### config.mk
export PLATFORM = sky130hd
export DESIGN_NAME = pcec_top
export DESIGN_NICKNAME = d
export VERILOG_FILES = /design/src/verilog/pcec_pkg.sv /design/src/verilog/pcec_edge_out.sv /design/src/verilog/pcec_top.sv
export SDC_FILE = /design/constraint.sdc
export NUM_CORES = 1
export LEC_CHECK = 0
export ABC_AREA = 1
export ABC_CLOCK_PERIOD_IN_PS = 9960
export BUFFER_PORTS_ARGS = -buffer_cell sky130_fd_sc_hd__clkbuf_2
export CORE_ASPECT_RATIO = 1.5
export CORE_MARGIN = 2
export CORE_UTILIZATION = 50
export CTS_BUF_LIST = sky130_fd_sc_hd__clkbuf_8 sky130_fd_sc_hd__clkbuf_16
export CTS_CLUSTER_DIAMETER = 60
export DETAILED_ROUTE_END_ITERATION = 7
export PLACE_DENSITY = 0.75
export SLEW_MARGIN = 25
export SYNTH_ARGS = -nofsm -noshare
export SYNTH_HDL_FRONTEND = slang
export SYNTH_SLANG_ARGS = --single-unit
### constraint.sdc
create_clock -name clk_sys_in -period 9.96 [get_ports clk_sys_in]
set_input_delay 0.498 -clock clk_sys_in [delete_from_list [all_inputs] [get_ports clk_sys_in]]
set_output_delay 0.498 -clock clk_sys_in [all_outputs]
set_load 0.02 [all_outputs]
### src/verilog/pcec_pkg.sv
package pcec_pkg;

  // ----------------------------------------------------------------
  // register map
  // ----------------------------------------------------------------
  localparam int unsigned NUM_REGS = 8;
  localparam logic [31:0] ADDR_CH0_RISE = 32'hFFFF0F84;
  localparam logic [31:0] ADDR_CH0_FALL = 32'hFFFF0F88;
  localparam logic [31:0] ADDR_CH1_FALL = 32'hFFFF0F8C;
  localparam logic [31:0] ADDR_CH2_RISE = 32'hFFFF0F94;
  localparam logic [31:0] ADDR_CH2_FALL = 32'hFFFF0F98;
  localparam logic [31:0] ADDR_CH3_FALL = 32'hFFFF0F9C;
  localparam logic [31:0] ADDR_CH4_RISE = 32'hFFFF0FA4;
  localparam logic [31:0] ADDR_CH4_FALL = 32'hFFFF0FA8;
  localparam logic [15:0] COMPARE_RESET = 16'h0000;

  // register indices into the compare array
  localparam int unsigned IDX_CH0_RISE = 0;
  localparam int unsigned IDX_CH0_FALL = 1;
  localparam int unsigned IDX_CH1_FALL = 2;
  localparam int unsigned IDX_CH2_RISE = 3;
  localparam int unsigned IDX_CH2_FALL = 4;
  localparam int unsigned IDX_CH3_FALL = 5;
  localparam int unsigned IDX_CH4_RISE = 6;
  localparam int unsigned IDX_CH4_FALL = 7;

  // ----------------------------------------------------------------
  // timer values for the shadow load
  // ----------------------------------------------------------------
  localparam logic [15:0] LOAD_FROM_COUNT = 16'h0000;
  localparam logic [15:0] LOAD_TO_COUNT   = 16'h0001;

  // bus answer states
  typedef enum logic [0:0] {PCEC_IDLE, PCEC_DONE} pcec_bus_state_t;

endpackage

### src/verilog/pcec_edge_out.sv
`timescale 1ns/100ps
// ----------------------------------------------------------------
// one output: set on a rise match, cleared on a fall match
// ----------------------------------------------------------------
module pcec_edge_out (
  input  wire logic clk_sys_in,
  input  wire logic rst_in,
  input  wire logic tick_in,
  input  wire logic rise_match_in,
  input  wire logic fall_match_in,
  output logic      level_out
);
  logic next_level;

  // fall wins on a tie so a zero-width pulse stays low
  always_comb begin
    next_level = level_out;
    if (tick_in && rise_match_in) begin
      next_level = 1'b1;
    end
    if (tick_in && fall_match_in) begin
      next_level = 1'b0;
    end
  end

  // level register, low out of reset
  always_ff @(posedge clk_sys_in or posedge rst_in) begin
    if (rst_in) begin
      level_out <= 1'b0;
    end else begin
      level_out <= next_level;
    end
  end
endmodule

### src/verilog/pcec_top.sv
// Local design decision: the Avalon-MM register port.
`timescale 1ns/100ps
// Summary of operation
// - The first output goes high when the timer equals its rise compare value.
// - The first output goes low when the timer equals its fall compare value.
// - The third output goes high when the timer equals the second group's rise compare value.
// - The third output goes low when the timer equals the second group's fall compare value.
// - All compare registers reset to zero and are read/write, three in each of the first two groups and two in the third, with one unused word between groups.
// - The second output goes low when the timer equals the first group's third compare value.
// - The fourth output goes low when the timer equals the second group's third compare value.
// - With the load bit set, compare values copy to the match copies on the timer step from 0 to 1.
module pcec_top
  import pcec_pkg::*;
#(
  parameter int unsigned CMP_W = 16
) (
  input  wire logic              clk_sys_in,
  input  wire logic              rst_in,
  // avalon-mm slave
  input  wire logic [31:0]       avs_address_in,
  input  wire logic              avs_read_in,
  input  wire logic              avs_write_in,
  input  wire logic [31:0]       avs_writedata_in,
  input  wire logic [3:0]        avs_byteenable_in,
  output logic [31:0]            avs_readdata_out,
  output logic                   avs_waitrequest_out,
  output logic [1:0]             avs_response_out,
  // timer side
  input  wire logic [CMP_W-1:0]  timer_count_in,
  input  wire logic              timer_tick_in,
  input  wire logic              compare_load_bit_in,
  // outputs
  output logic                   first_output_out,
  output logic                   second_output_out,
  output logic                   third_output_out,
  output logic                   fourth_output_out,
  output logic                   fifth_output_out
);

  // ----------------------------------------------------------------
  // helpers
  // ----------------------------------------------------------------
  // map a byte address to a compare index; valid flag in the top bit
  function automatic logic [3:0] decode(input logic [31:0] addr);
    case (addr)
      ADDR_CH0_RISE: decode = {1'b1, 3'(IDX_CH0_RISE)};
      ADDR_CH0_FALL: decode = {1'b1, 3'(IDX_CH0_FALL)};
      ADDR_CH1_FALL: decode = {1'b1, 3'(IDX_CH1_FALL)};
      ADDR_CH2_RISE: decode = {1'b1, 3'(IDX_CH2_RISE)};
      ADDR_CH2_FALL: decode = {1'b1, 3'(IDX_CH2_FALL)};
      ADDR_CH3_FALL: decode = {1'b1, 3'(IDX_CH3_FALL)};
      ADDR_CH4_RISE: decode = {1'b1, 3'(IDX_CH4_RISE)};
      ADDR_CH4_FALL: decode = {1'b1, 3'(IDX_CH4_FALL)};
      default:       decode = 4'h0;
    endcase
  endfunction

  // merge the two low byte lanes of a write into a 16-bit value
  function automatic logic [CMP_W-1:0] merge(input logic [CMP_W-1:0] old_v,
                                             input logic [31:0]      wd,
                                             input logic [3:0]       be);
    merge = old_v;
    if (be[0]) begin
      merge[7:0] = wd[7:0];
    end
    if (be[1]) begin
      merge[CMP_W-1:8] = wd[CMP_W-1:8];
    end
  endfunction

  // ----------------------------------------------------------------
  // bus slave and software compare registers
  // ----------------------------------------------------------------
  logic [CMP_W-1:0] cmp_sw [NUM_REGS];
  logic [CMP_W-1:0] next_cmp_sw [NUM_REGS];
  pcec_bus_state_t  bus_state;
  pcec_bus_state_t  next_bus_state;
  logic [31:0]      next_readdata;
  logic [1:0]       next_response;
  logic [3:0]       dec;

  // address decode shared by read and write
  assign dec = decode(avs_address_in);
  // one wait cycle on every access, answer at the second edge
  assign avs_waitrequest_out = (avs_read_in || avs_write_in) && (bus_state == PCEC_IDLE);

  always_comb begin
    next_cmp_sw    = cmp_sw;
    next_bus_state = bus_state;
    next_readdata  = avs_readdata_out;
    next_response  = avs_response_out;
    case (bus_state)
      PCEC_IDLE: begin
        if (avs_read_in || avs_write_in) begin
          next_bus_state = PCEC_DONE;
          next_response  = dec[3] ? 2'h0 : 2'h2;   // slave error on unmapped
          next_readdata  = 32'h0;
          if (dec[3] && avs_read_in) begin
            next_readdata = 32'(cmp_sw[dec[2:0]]);
          end
        end
      end
      PCEC_DONE: begin
        next_bus_state = PCEC_IDLE;
        // commit only on the edge where waitrequest is seen low
        if (dec[3] && avs_write_in) begin
          next_cmp_sw[dec[2:0]] = merge(cmp_sw[dec[2:0]], avs_writedata_in, avs_byteenable_in);
        end
      end
      default: begin
        next_bus_state = PCEC_IDLE;
      end
    endcase
  end

  // bus state and software copies, zero out of reset
  always_ff @(posedge clk_sys_in or posedge rst_in) begin
    if (rst_in) begin
      for (int i = 0; i < NUM_REGS; i++) begin
        cmp_sw[i] <= CMP_W'(COMPARE_RESET);
      end
      bus_state        <= PCEC_IDLE;
      avs_readdata_out <= 32'h0;
      avs_response_out <= 2'h0;
    end else begin
      cmp_sw           <= next_cmp_sw;
      bus_state        <= next_bus_state;
      avs_readdata_out <= next_readdata;
      avs_response_out <= next_response;
    end
  end

  // ----------------------------------------------------------------
  // internal match copies
  // ----------------------------------------------------------------
  logic [CMP_W-1:0] cmp_hw [NUM_REGS];
  logic [CMP_W-1:0] next_cmp_hw [NUM_REGS];
  logic [CMP_W-1:0] prev_count;
  logic [CMP_W-1:0] next_prev_count;
  logic             load_now;

  assign load_now = timer_tick_in && compare_load_bit_in &&
                    (prev_count == CMP_W'(LOAD_FROM_COUNT)) && (timer_count_in == CMP_W'(LOAD_TO_COUNT));

  // copies hold between loads so software can stage new edges mid-period
  always_comb begin
    next_cmp_hw     = load_now ? cmp_sw : cmp_hw;
    next_prev_count = timer_tick_in ? timer_count_in : prev_count;
  end

  // match copies and last ticked count
  always_ff @(posedge clk_sys_in or posedge rst_in) begin
    if (rst_in) begin
      for (int i = 0; i < NUM_REGS; i++) begin
        cmp_hw[i] <= CMP_W'(COMPARE_RESET);
      end
      prev_count <= CMP_W'(COMPARE_RESET);
    end else begin
      cmp_hw     <= next_cmp_hw;
      prev_count <= next_prev_count;
    end
  end

  // ----------------------------------------------------------------
  // edge outputs
  // ----------------------------------------------------------------
  // first output from the first group's rise and fall pair
  pcec_edge_out u_ch0 (
    .clk_sys_in    (clk_sys_in),
    .rst_in        (rst_in),
    .tick_in       (timer_tick_in),
    .rise_match_in (timer_count_in == cmp_hw[IDX_CH0_RISE]),
    .fall_match_in (timer_count_in == cmp_hw[IDX_CH0_FALL]),
    .level_out     (first_output_out)
  );

  pcec_edge_out u_ch1 (
    .clk_sys_in    (clk_sys_in),
    .rst_in        (rst_in),
    .tick_in       (timer_tick_in),
    .rise_match_in (timer_count_in == cmp_hw[IDX_CH0_RISE]),
    .fall_match_in (timer_count_in == cmp_hw[IDX_CH1_FALL]),
    .level_out     (second_output_out)
  );

  pcec_edge_out u_ch2 (
    .clk_sys_in    (clk_sys_in),
    .rst_in        (rst_in),
    .tick_in       (timer_tick_in),
    .rise_match_in (timer_count_in == cmp_hw[IDX_CH2_RISE]),
    .fall_match_in (timer_count_in == cmp_hw[IDX_CH2_FALL]),
    .level_out     (third_output_out)
  );

  pcec_edge_out u_ch3 (
    .clk_sys_in    (clk_sys_in),
    .rst_in        (rst_in),
    .tick_in       (timer_tick_in),
    .rise_match_in (timer_count_in == cmp_hw[IDX_CH2_RISE]),
    .fall_match_in (timer_count_in == cmp_hw[IDX_CH3_FALL]),
    .level_out     (fourth_output_out)
  );

  // fifth output from the third group's pair
  pcec_edge_out u_ch4 (
    .clk_sys_in    (clk_sys_in),
    .rst_in        (rst_in),
    .tick_in       (timer_tick_in),
    .rise_match_in (timer_count_in == cmp_hw[IDX_CH4_RISE]),
    .fall_match_in (timer_count_in == cmp_hw[IDX_CH4_FALL]),
    .level_out     (fifth_output_out)
  );

endmodule
* Word-level counts from Yosys, hierarchy flattened
Index checks and enable logic that the tools add are counted.
Operators by class: magnitude comparators 2, equality and inequality tests 17, muxes and demuxes 25, bitwise operators 2, reductions and logical operators 24
Operators with widths (count):
- 32-bit equality test (second input constant) | 8
- 128-bit bitwise mux | 1
- 16-bit equality test | 8
- 16-bit two-way mux | 4
- 16-bit binary-select mux with 3-bit select | 1
- 16-bit demux with 3-bit select | 1
- 8-bit two-way mux | 6
- 4-bit case mux with 8 select lines | 1
- 16-bit by 1-bit equality test with 1-bit output (second input constant) | 1
- 16-bit zero test | 1
- 1-bit logical AND | 15
- 2-bit nonzero test | 5
- 1-bit two-way mux | 9
- 4-bit greater-or-equal comparator (second input constant) | 1
- 4-bit by 1-bit less-than comparator with 1-bit output (second input constant) | 1
- 3-bit NOT with 4-bit output | 1
- 2-bit AND reduction | 2
- 2-bit two-way mux | 1
- 1-bit case mux with 2 select lines | 1
- 1-bit logical OR | 1
- 1-bit NOT | 1
Storage, ports and cells: register bits 312, input port bits 90, output and inout bits 40, word-level logic and storage cells 95

* Logic depth before layout (Yosys ltp)
Gate-level depths: netlist (run 1).
depth after elaboration 10, mapped depth 15, depth with buffers taken out 14

* Modules after synthesis
A second synthesis (run 1) with hierarchy kept.
Second synthesis, totals: cells, all modules 1931, area total of the unflattened synthesis 15295.9 sq um
By module, submodules not included:
- pcec_top | times used 1, cells each 1891, area each 15039.4 sq um, seq. area each 7257.0 sq um
- pcec_edge_out | times used 5, cells each 8, area each 51.3 sq um, seq. area each 25.0 sq um

* Worst setup path after synthesis (run 1)
No wires, ideal clock.
path type input -> register, start point in avs_address_in[9], end point reg cmp_sw[0] (netlist bit), setup time 118 ps, arrival 1867 ps, required time 9842 ps, path slack 7975 ps, stages 13, path buffers 2, cell sequence nand2_1 -> nor2_2 -> nand3_4 -> nor2_4 -> buf_6 -> buf_4 -> nand3_1 -> nand3_1 -> nand2_1 -> nor2_2 -> nand2_4 -> nand3_1 -> nand2_1
On the way: word-level cells in the longest chain between the ends 10, elaborated cells on any way between the ends 24, classes of those cells 2 x order compare; 8 x eq/ne; 10 x mux; 1 x bitwise; 3 x reduce/logical
RTL lines:
- start: declaration | line pcec_top.sv:20 | input wire logic [31:0] avs_address_in,
- 32-bit equality test | line pcec_top.sv:45 | case (addr)
- 4-bit case mux with 8 select lines * | line pcec_top.sv:45
- 3-bit NOT with 4-bit output (not written as such) | line pcec_top.sv:107 | next_cmp_sw[dec[2:0]] = merge(cmp_sw[dec[2:0]], avs_writedata_in, avs_byteenable_in);
- 16-bit binary-select mux with 3-bit select | line pcec_top.sv:107
- 16-bit two-way mux (not written as such) (2 in a row) | line pcec_top.sv:107
- 8-bit two-way mux | line pcec_top.sv:63 | if (be[0]) begin
- 8-bit two-way mux | line pcec_top.sv:106 | if (dec[3] && avs_write_in) begin
- 8-bit two-way mux | line pcec_top.sv:92 | case (bus_state)
- 128-bit bitwise mux | line pcec_top.sv:107
- end signal: indexed assignment | line pcec_top.sv:120 | cmp_sw[i] <= CMP_W'(COMPARE_RESET);
- end signal: assignment | line pcec_top.sv:126 | cmp_sw <= next_cmp_sw;
- end: declaration | line pcec_top.sv:74 | logic [CMP_W-1:0] cmp_sw [NUM_REGS];
Every way passes the cells marked *; elsewhere a longest branch is shown, timed or not. The select of a mux whose other input is x is not followed. A chain may end at the register's enable or synchronous reset.

* Worst setup path in the final report (run 1)
start point in avs_address_in[9], end point reg cmp_sw[65] (netlist bit)
The elaborated chain is that of the path after synthesis.

==> results of run 1 <==
per-stage QoR:
step | hold slack (ns) | std cells | area, um2
finish | 0.00293 | 2376 | 16500
global route | 0.129 | 2375 | 16500
CTS | 0.208 | 2375 | 16500
detailed placement | 0.465 | 2326 | 15600
global placement | 0.459 | 2326 | 15600
floorplan | 0.443 | 1955 | 15200
final cells by class:
type | instances | area share
Tap cell | 395 | 0.0300
Timing Repair Buffer | 100 | 0.0328
Multi-Input combinational cell | 1355 | 0.393
Sequential cell | 295 | 0.448
Clock inverter | 15 | 0.00744
Inverter | 181 | 0.0420
Clock buffer | 34 | 0.0468
Antenna cell | 1 | 0.000152
cell usage after synthesis (3+ instances only):
library cell and count:
buf_4 33, dfrtp_1 295, or2_2 20, buf_1 15, nand2_1 612, nand2_4 9, nand4_1 12, inv_2 8
nand2_2 18, o2111ai_1 10, nor2_1 58, nor4_1 12, nand3_1 268, inv_1 170, o21ai_0 181, xor2_1 33
o21ai_1 3, buf_6 3, nor3_1 7, clkbuf_1 49, nor2_4 4, a21oi_1 16, xnor2_1 24, o22ai_1 10
nand3_2 3, a211o_1 4, clkinv_1 3, buf_2 24, a221oi_1 5, a211oi_1 7, nor2_2 16
per-layer routing:
layer  vias to the layer above  wire length, um
met3                       155             4210
met4                         0             2550
met2                       712            20900
li1                       6230                -
met5                         -                0
met1                      6330            17700
cells by family after synthesis:
group,after synthesis,share of synthesized area
DFF,295,0.489
other,1,0.000248
xor gates and xnor gates,57,0.0330
and+or+nand+nor,1042,0.304
AOI/OAI and AO/OA,239,0.0866
buffers and inverters,305,0.0875
sequential cells by signal (all words and copies together), names as in the netlist, 16 cells and up:
register          flops
cmp_sw              128
prev_count           16
avs_readdata_out     16
cmp_hw              128
power breakdown:
| group | leakage, uW | switching, uW | internal (uW) |
|---|---|---|---|
| clock network | 0.000463 | 460 | 597 |
| logic | 0.00376 | 101 | 34.5 |
| registers | 0.00406 | 3.20 | 1200 |
worst max path at each step:
stage / endpoint / slack [ns] / startpoint
final: cmp_sw[65]$_DFFE_PP0P_ / 6.45 / avs_address_in[9]
after global routing: cmp_sw[64]$_DFFE_PP0P_ / 6.30 / avs_address_in[8]
after CTS: cmp_sw[72]$_DFFE_PP0P_ / 6.58 / avs_address_in[9]
after detailed placement: cmp_sw[72]$_DFFE_PP0P_ / 6.03 / avs_address_in[9]
after global placement: cmp_sw[68]$_DFFE_PP0P_ / 6.09 / avs_address_in[9]
after floorplan: avs_readdata_out[0]$_DFFE_PP0P_ / 1.31 / rst_in
critical path, stage by stage:
cell and delay [ns]:
clkbuf_2 0.07, nand2_1 0.05, nor2_2 0.14, nand3_4 0.14, nor2_4 0.12, buf_4 0.73
nand2_1 0.21, nor2_4 0.62, nand2_2 0.55, inv_2 0.59, nand3_1 0.15, nand2_1 0.09
==> summary.md, run 1 <==
| Metric | Value |
|---|---|
| Status | `finished, final reports clean` |
| First-pass GRT wire length | `71.9 mm` |
| Largest net degree at the start of global routing | `257` |
| Netlist cell types | `38` |
| Antenna viol nets, final | `0` |
| DRC violations left | `0` |
| R2R Path End | `avs_readdata_out[8]$_DFFE_PP0P_` |
| Nature of the critical path startpoint | `input pin` |
| Reg clk slew, reported paths | `0.07 ns` |
| Drt first pass iters | `6` |
| VDD IR max | `0.151 mV` |
| Multi-input gate area | `6480 um2` |
| Initial drt markers | `1,374` |
| Clk buf depth | `3` |
| GR Util All Layers | `0.290` |
| Die W | `146 um` |
| Final Hold Fails | `0` |
| Commonest non-fill, non-tap cell in the layout | `nand2_1` |
| Routing usage on met1 | `0.373` |
| Synthesized flop and latch total | `295` |
| Synth async-reset ratio | `1.00` |
| Die area | `31,600 um2` |
| IO buf count | `94` |
| Fin crit share | `0.352` |
| Final net count | `2,050` |
| Power Total | `2400 uW` |
| Primary FF master, synth | `dfrtp_1` |
| Setup total negative slack | `0 ns` |
| Met2 usage in global routing | `0.473` |
| Worst-Skew Late Latency | `0.55 ns` |
| Num rows | `77` |
| Post-synth top area share | `0.489` |
| R2R Path Start | `bus_state$_DFF_PP0_` |
| Crit path capture type | `register` |
| CTS tree | `yes` |
| Share of cells above drive strength 1 | `0.114` |
| Critical path type | `input pin to register` |
| Vias | `13,400` |
| Gr busiest metal | `met2` |
| Cts bufs inserted | `27` |
| Setup bufs post-CTS | `0` |
| Gpl congestion | `0.943` |
| Starting Density | `0.511` |
| Post-synth EDFFs | `0` |
| Synth area leader | `dfrtp_1` |
| CTS Root Cell | `clkbuf_16` |
| Avg Cell Area, Syn | `7.79 um2` |
| Post-CTS sizing | `0` |
| Measured slew at the worst slew-check pin | `1.03 ns` |
| Vias in the first global route | `13,200` |
| Final Setup Violations | `0` |
| Netlist Area Pre-Place | `15,100 um2` |
| Required time of the critical path | `10.44 ns` |
| WL/cell | `19.1 um` |
| Post-route clock skew | `0.00795 ns` |
| WP data arrival | `3.99 ns` |
| Drt total wl | `45.4 mm` |
| Slack of the critical path | `6.45 ns` |
| Syn. warnings | `0` |
| CTS Hold Bufs | `0` |
| Vias per cell | `5.65` |
| Power Density | `146 nW/um2` |
| H-tree levels | `1` |
| Worst reg2reg path depth | `5` |
| Die H | `217 um` |
| Post-Syn Instances | `1,939` |
| Fill cell count | `2,691` |
| Initial antenna violation count | `1` |
| Area Growth Syn to Fin | `9.17%` |
| Static Leak | `0.00829 uW` |
| Max Cap Violations | `0` |
| Min Tclk post-route | `3.51 ns` |
| Post-layout util | `0.558` |
| Hpwl dp | `29.3 mm` |
| Sequential cell area | `7380 um2` |
| Reg-to-reg slack, setup | `7.62 ns` |
| Worst hold path type | `input pin to async pin` |
| IO Pins | `130` |
| Clock Sink Count | `295` |
| Final Max Tran Viols | `0` |
| Met3 GRT Util | `0.0472` |
| Sequential-to-total area share from yosys stat | `0.489` |
| Most frequent cells in the layout | `nand2_1 (611), dfrtp_1 (295), nand3_1 (268)` |
| Core ar. | `29,600 um2` |
| Max_slew headroom | `0.315` |
| CP max FO | `70` |
| Fmax | `285 MHz` |
| Place WS | `6.03 ns` |
| GRT overflow | `0` |
| Setup repair after global routing missed its margin | `no` |
| Synth top area cells | `dfrtp_1 (49%), nand2_1 (15%), nand3_1 (8.9%)` |
Power figures use the tool's default switching activity.
==> run 2: changes to the inputs <==
- ABC_AREA: 1 -> 0
- ABC_CLOCK_PERIOD_IN_PS: 9960 -> 3000
- PLACE_DENSITY: 0.75 -> 0.77
- clock period: 9.96 -> 3 ns (I/O delays scaled with it)
==> summary.md, run 2 <==
| Metric | Value |
|---|---|
| Setup total negative slack | `0 ns` |
| Final net count | `1,447` |
| Cts bufs inserted | `27` |
| Power Density | `503 nW/um2` |
| Fill cell count | `2,277` |
| Die H | `214 um` |
| Initial antenna violation count | `1` |
| Met2 usage in global routing | `0.454` |
| Fmax | `414 MHz` |
| Sequential cell area | `7380 um2` |
| Final Hold Fails | `0` |
| Final Setup Violations | `0` |
| Required time of the critical path | `3.43 ns` |
| Synth area leader | `dfrtp_1` |
| Biggest regs | `cmp_hw: 128 flops, cmp_sw: 128 flops` |
| Top-count cell post-synth | `dfrtp_1` |
| Max_slew headroom | `0.433` |
| Share of cells above drive strength 1 | `0.308` |
| Drt total wl | `40.9 mm` |
| Vias per cell | `6.00` |
| Slack of the critical path | `0.586 ns` |
| Setup bufs post-CTS | `0` |
| Routing usage on met1 | `0.317` |
| Commonest non-fill, non-tap cell in the layout | `dfrtp_1` |
| Critical path type | `register to register` |
| Initial drt markers | `684` |
| Gr busiest metal | `met2` |
| Post-synth EDFFs | `0` |
| Place WS | `0.320 ns` |
| Post-CTS sizing | `0` |
| Hold depth | `2` |
| WP data arrival | `2.85 ns` |
| Most frequent cells in the layout | `dfrtp_1 (295), mux2_2 (190), xnor2_1 (121)` |
| WL/cell | `23.1 um` |
| Multi-input gate area | `6810 um2` |
| Clock Sink Count | `295` |
| GR Util All Layers | `0.268` |
| Core ar. | `28,800 um2` |
| CP max FO | `27` |
| Post-layout util | `0.576` |
| Die area | `30,800 um2` |
| Post-synth top area share | `0.503` |
| Post-route clock skew | `0.0155 ns` |
| IO Pins | `130` |
| Min Tclk post-route | `2.41 ns` |
| IO buf count | `94` |
| Compound-gate portion of the synthesized area | `0.111` |
| Netlist Area Pre-Place | `14,700 um2` |
| DRC violations left | `0` |
| Starting Density | `0.509` |
| Power Total | `8350 uW` |
| Area Growth Syn to Fin | `13.1%` |
| Status | `finished, final reports clean` |
| Vias in the first global route | `10,800` |
| Reg clk slew, reported paths | `0.07 ns` |
| Primary FF master, synth | `dfrtp_1` |
| GRT overflow | `0` |
| Setup repair after global routing missed its margin | `no` |
| Die W | `144 um` |
| Xor/xnor share of the synthesized area | `0.0770` |
| Synth async-reset ratio | `1.00` |
| VDD IR max | `0.298 mV` |
| Avg Cell Area, Syn | `11.5 um2` |
| Gpl congestion | `0.897` |
| Worst reg2reg path depth | `6` |
| CTS Root Cell | `clkbuf_16` |
| Simple-Gate Fraction of Synth Area | `0.122` |
| Largest net degree at the start of global routing | `108` |
| Nature of the critical path startpoint | `register` |
| Post-synthesis mux area share | `0.150` |
| Static Leak | `0.00751 uW` |
| Hpwl dp | `29.2 mm` |
| Worst hold path type | `input pin to register` |
| Synth top cells by count | `dfrtp_1 (295), mux2_2 (190), xnor2_1 (121)` |
| Met3 GRT Util | `0.0295` |
| CTS tree | `yes` |
| CTS Hold Bufs | `11` |
| Final Max Tran Viols | `0` |
| Crit path capture type | `register` |
| Worst-Skew Late Latency | `0.56 ns` |
| Drt first pass iters | `5` |
| Max Cap Violations | `0` |
| Netlist cell types | `65` |
| Syn. warnings | `0` |
| Synthesized flop and latch total | `295` |
| Num rows | `76` |
| Measured slew at the worst slew-check pin | `0.843 ns` |
| Largest family of logic cells by synthesized area | `multiplexers` |
| Synth Area in Adders | `0` |
| Post-Syn Instances | `1,273` |
| Synth top area cells | `dfrtp_1 (50%), mux2_2 (15%), xnor2_1 (7.2%)` |
| Antenna viol nets, final | `0` |
| Vias | `10,600` |
| First-pass GRT wire length | `62.1 mm` |
| Clk buf depth | `3` |
| Fin crit share | `0.805` |
| H-tree levels | `1` |
| Sequential-to-total area share from yosys stat | `0.503` |
run 2: cell types whose count changed after synthesis, sizes merged, moves of 52 or more:
cell	delta
inv	-175
xnor2	+97
o21ai	-93
mux2	+193
nand3	-258
nand4	+52
nand2	-532
run 2: through the flow:
stage	cells	area (um2)	hold slack [ns]
after floorplan	1289	14700	0.382
after global placement	1707	15600	0.278
after detailed placement	1707	15600	0.298
after CTS	1768	16600	0.0224
after global routing	1769	16600	0.0401
final	1769	16600	0.0350
run 2: power breakdown:
part	internal [uW]	total (uW)	switching, uW
clock	2110	3670	1560
combinational	209	659	449
sequential	4000	4020	14.9
total	6330	8350	2020
run 2: layer usage:
metal  up-vias  share of wire
li1       4714              -
met5         -              0
met2       382           0.50
met4         0          0.079
met1      5383           0.38
met3       136          0.049
run 2: critical path, cell delays in order, from the launching register on:
cell     delay [ns]
dfrtp_1        0.38
nor4b_1        0.47
nand3_1        0.15
nor3_2         0.17
buf_4          0.29
buf_4          0.41
mux2_2         0.38
run 2: area by class of cell:
type | instances | share of cell area
Clock buffer | 32 | 0.0448
Antenna cell | 1 | 0.000151
Inverter | 4 | 0.00113
Multi-Input combinational cell | 882 | 0.410
Sequential cell | 295 | 0.445
Timing Repair Buffer | 147 | 0.0577
Tap cell | 390 | 0.0294
Clock inverter | 18 | 0.0118
run 2: kinds of logic (layout without fill, tap and decap cells):
group | Yosys count | in the layout
muxes | 194 | 194
buffers and inverters | 112 | 201
other | 1 | 18
AOI/OAI and AO/OA | 220 | 220
DFF | 295 | 295
xor gates and xnor gates | 129 | 129
and+or+nand+nor | 322 | 322
run 2: path summary, 6_finish.rpt:
path / end / from / slack [ns]
setup / recovery: cmp_hw[34]$_DFFE_PP0P_ / prev_count[5]$_DFFE_PP0P_ / 0.59
hold reg to reg: avs_readdata_out[0]$_DFFE_PP0P_ / avs_readdata_out[0]$_DFFE_PP0P_ / 0.48
setup reg to reg: cmp_hw[34]$_DFFE_PP0P_ / prev_count[5]$_DFFE_PP0P_ / 0.59
max in group asynchronous: cmp_hw[105]$_DFFE_PP0P_ / rst_in / 1.73
hold / removal: prev_count[11]$_DFFE_PP0P_ / timer_count_in[11] / 0.03
min in group asynchronous: prev_count[5]$_DFFE_PP0P_ / rst_in / 0.26
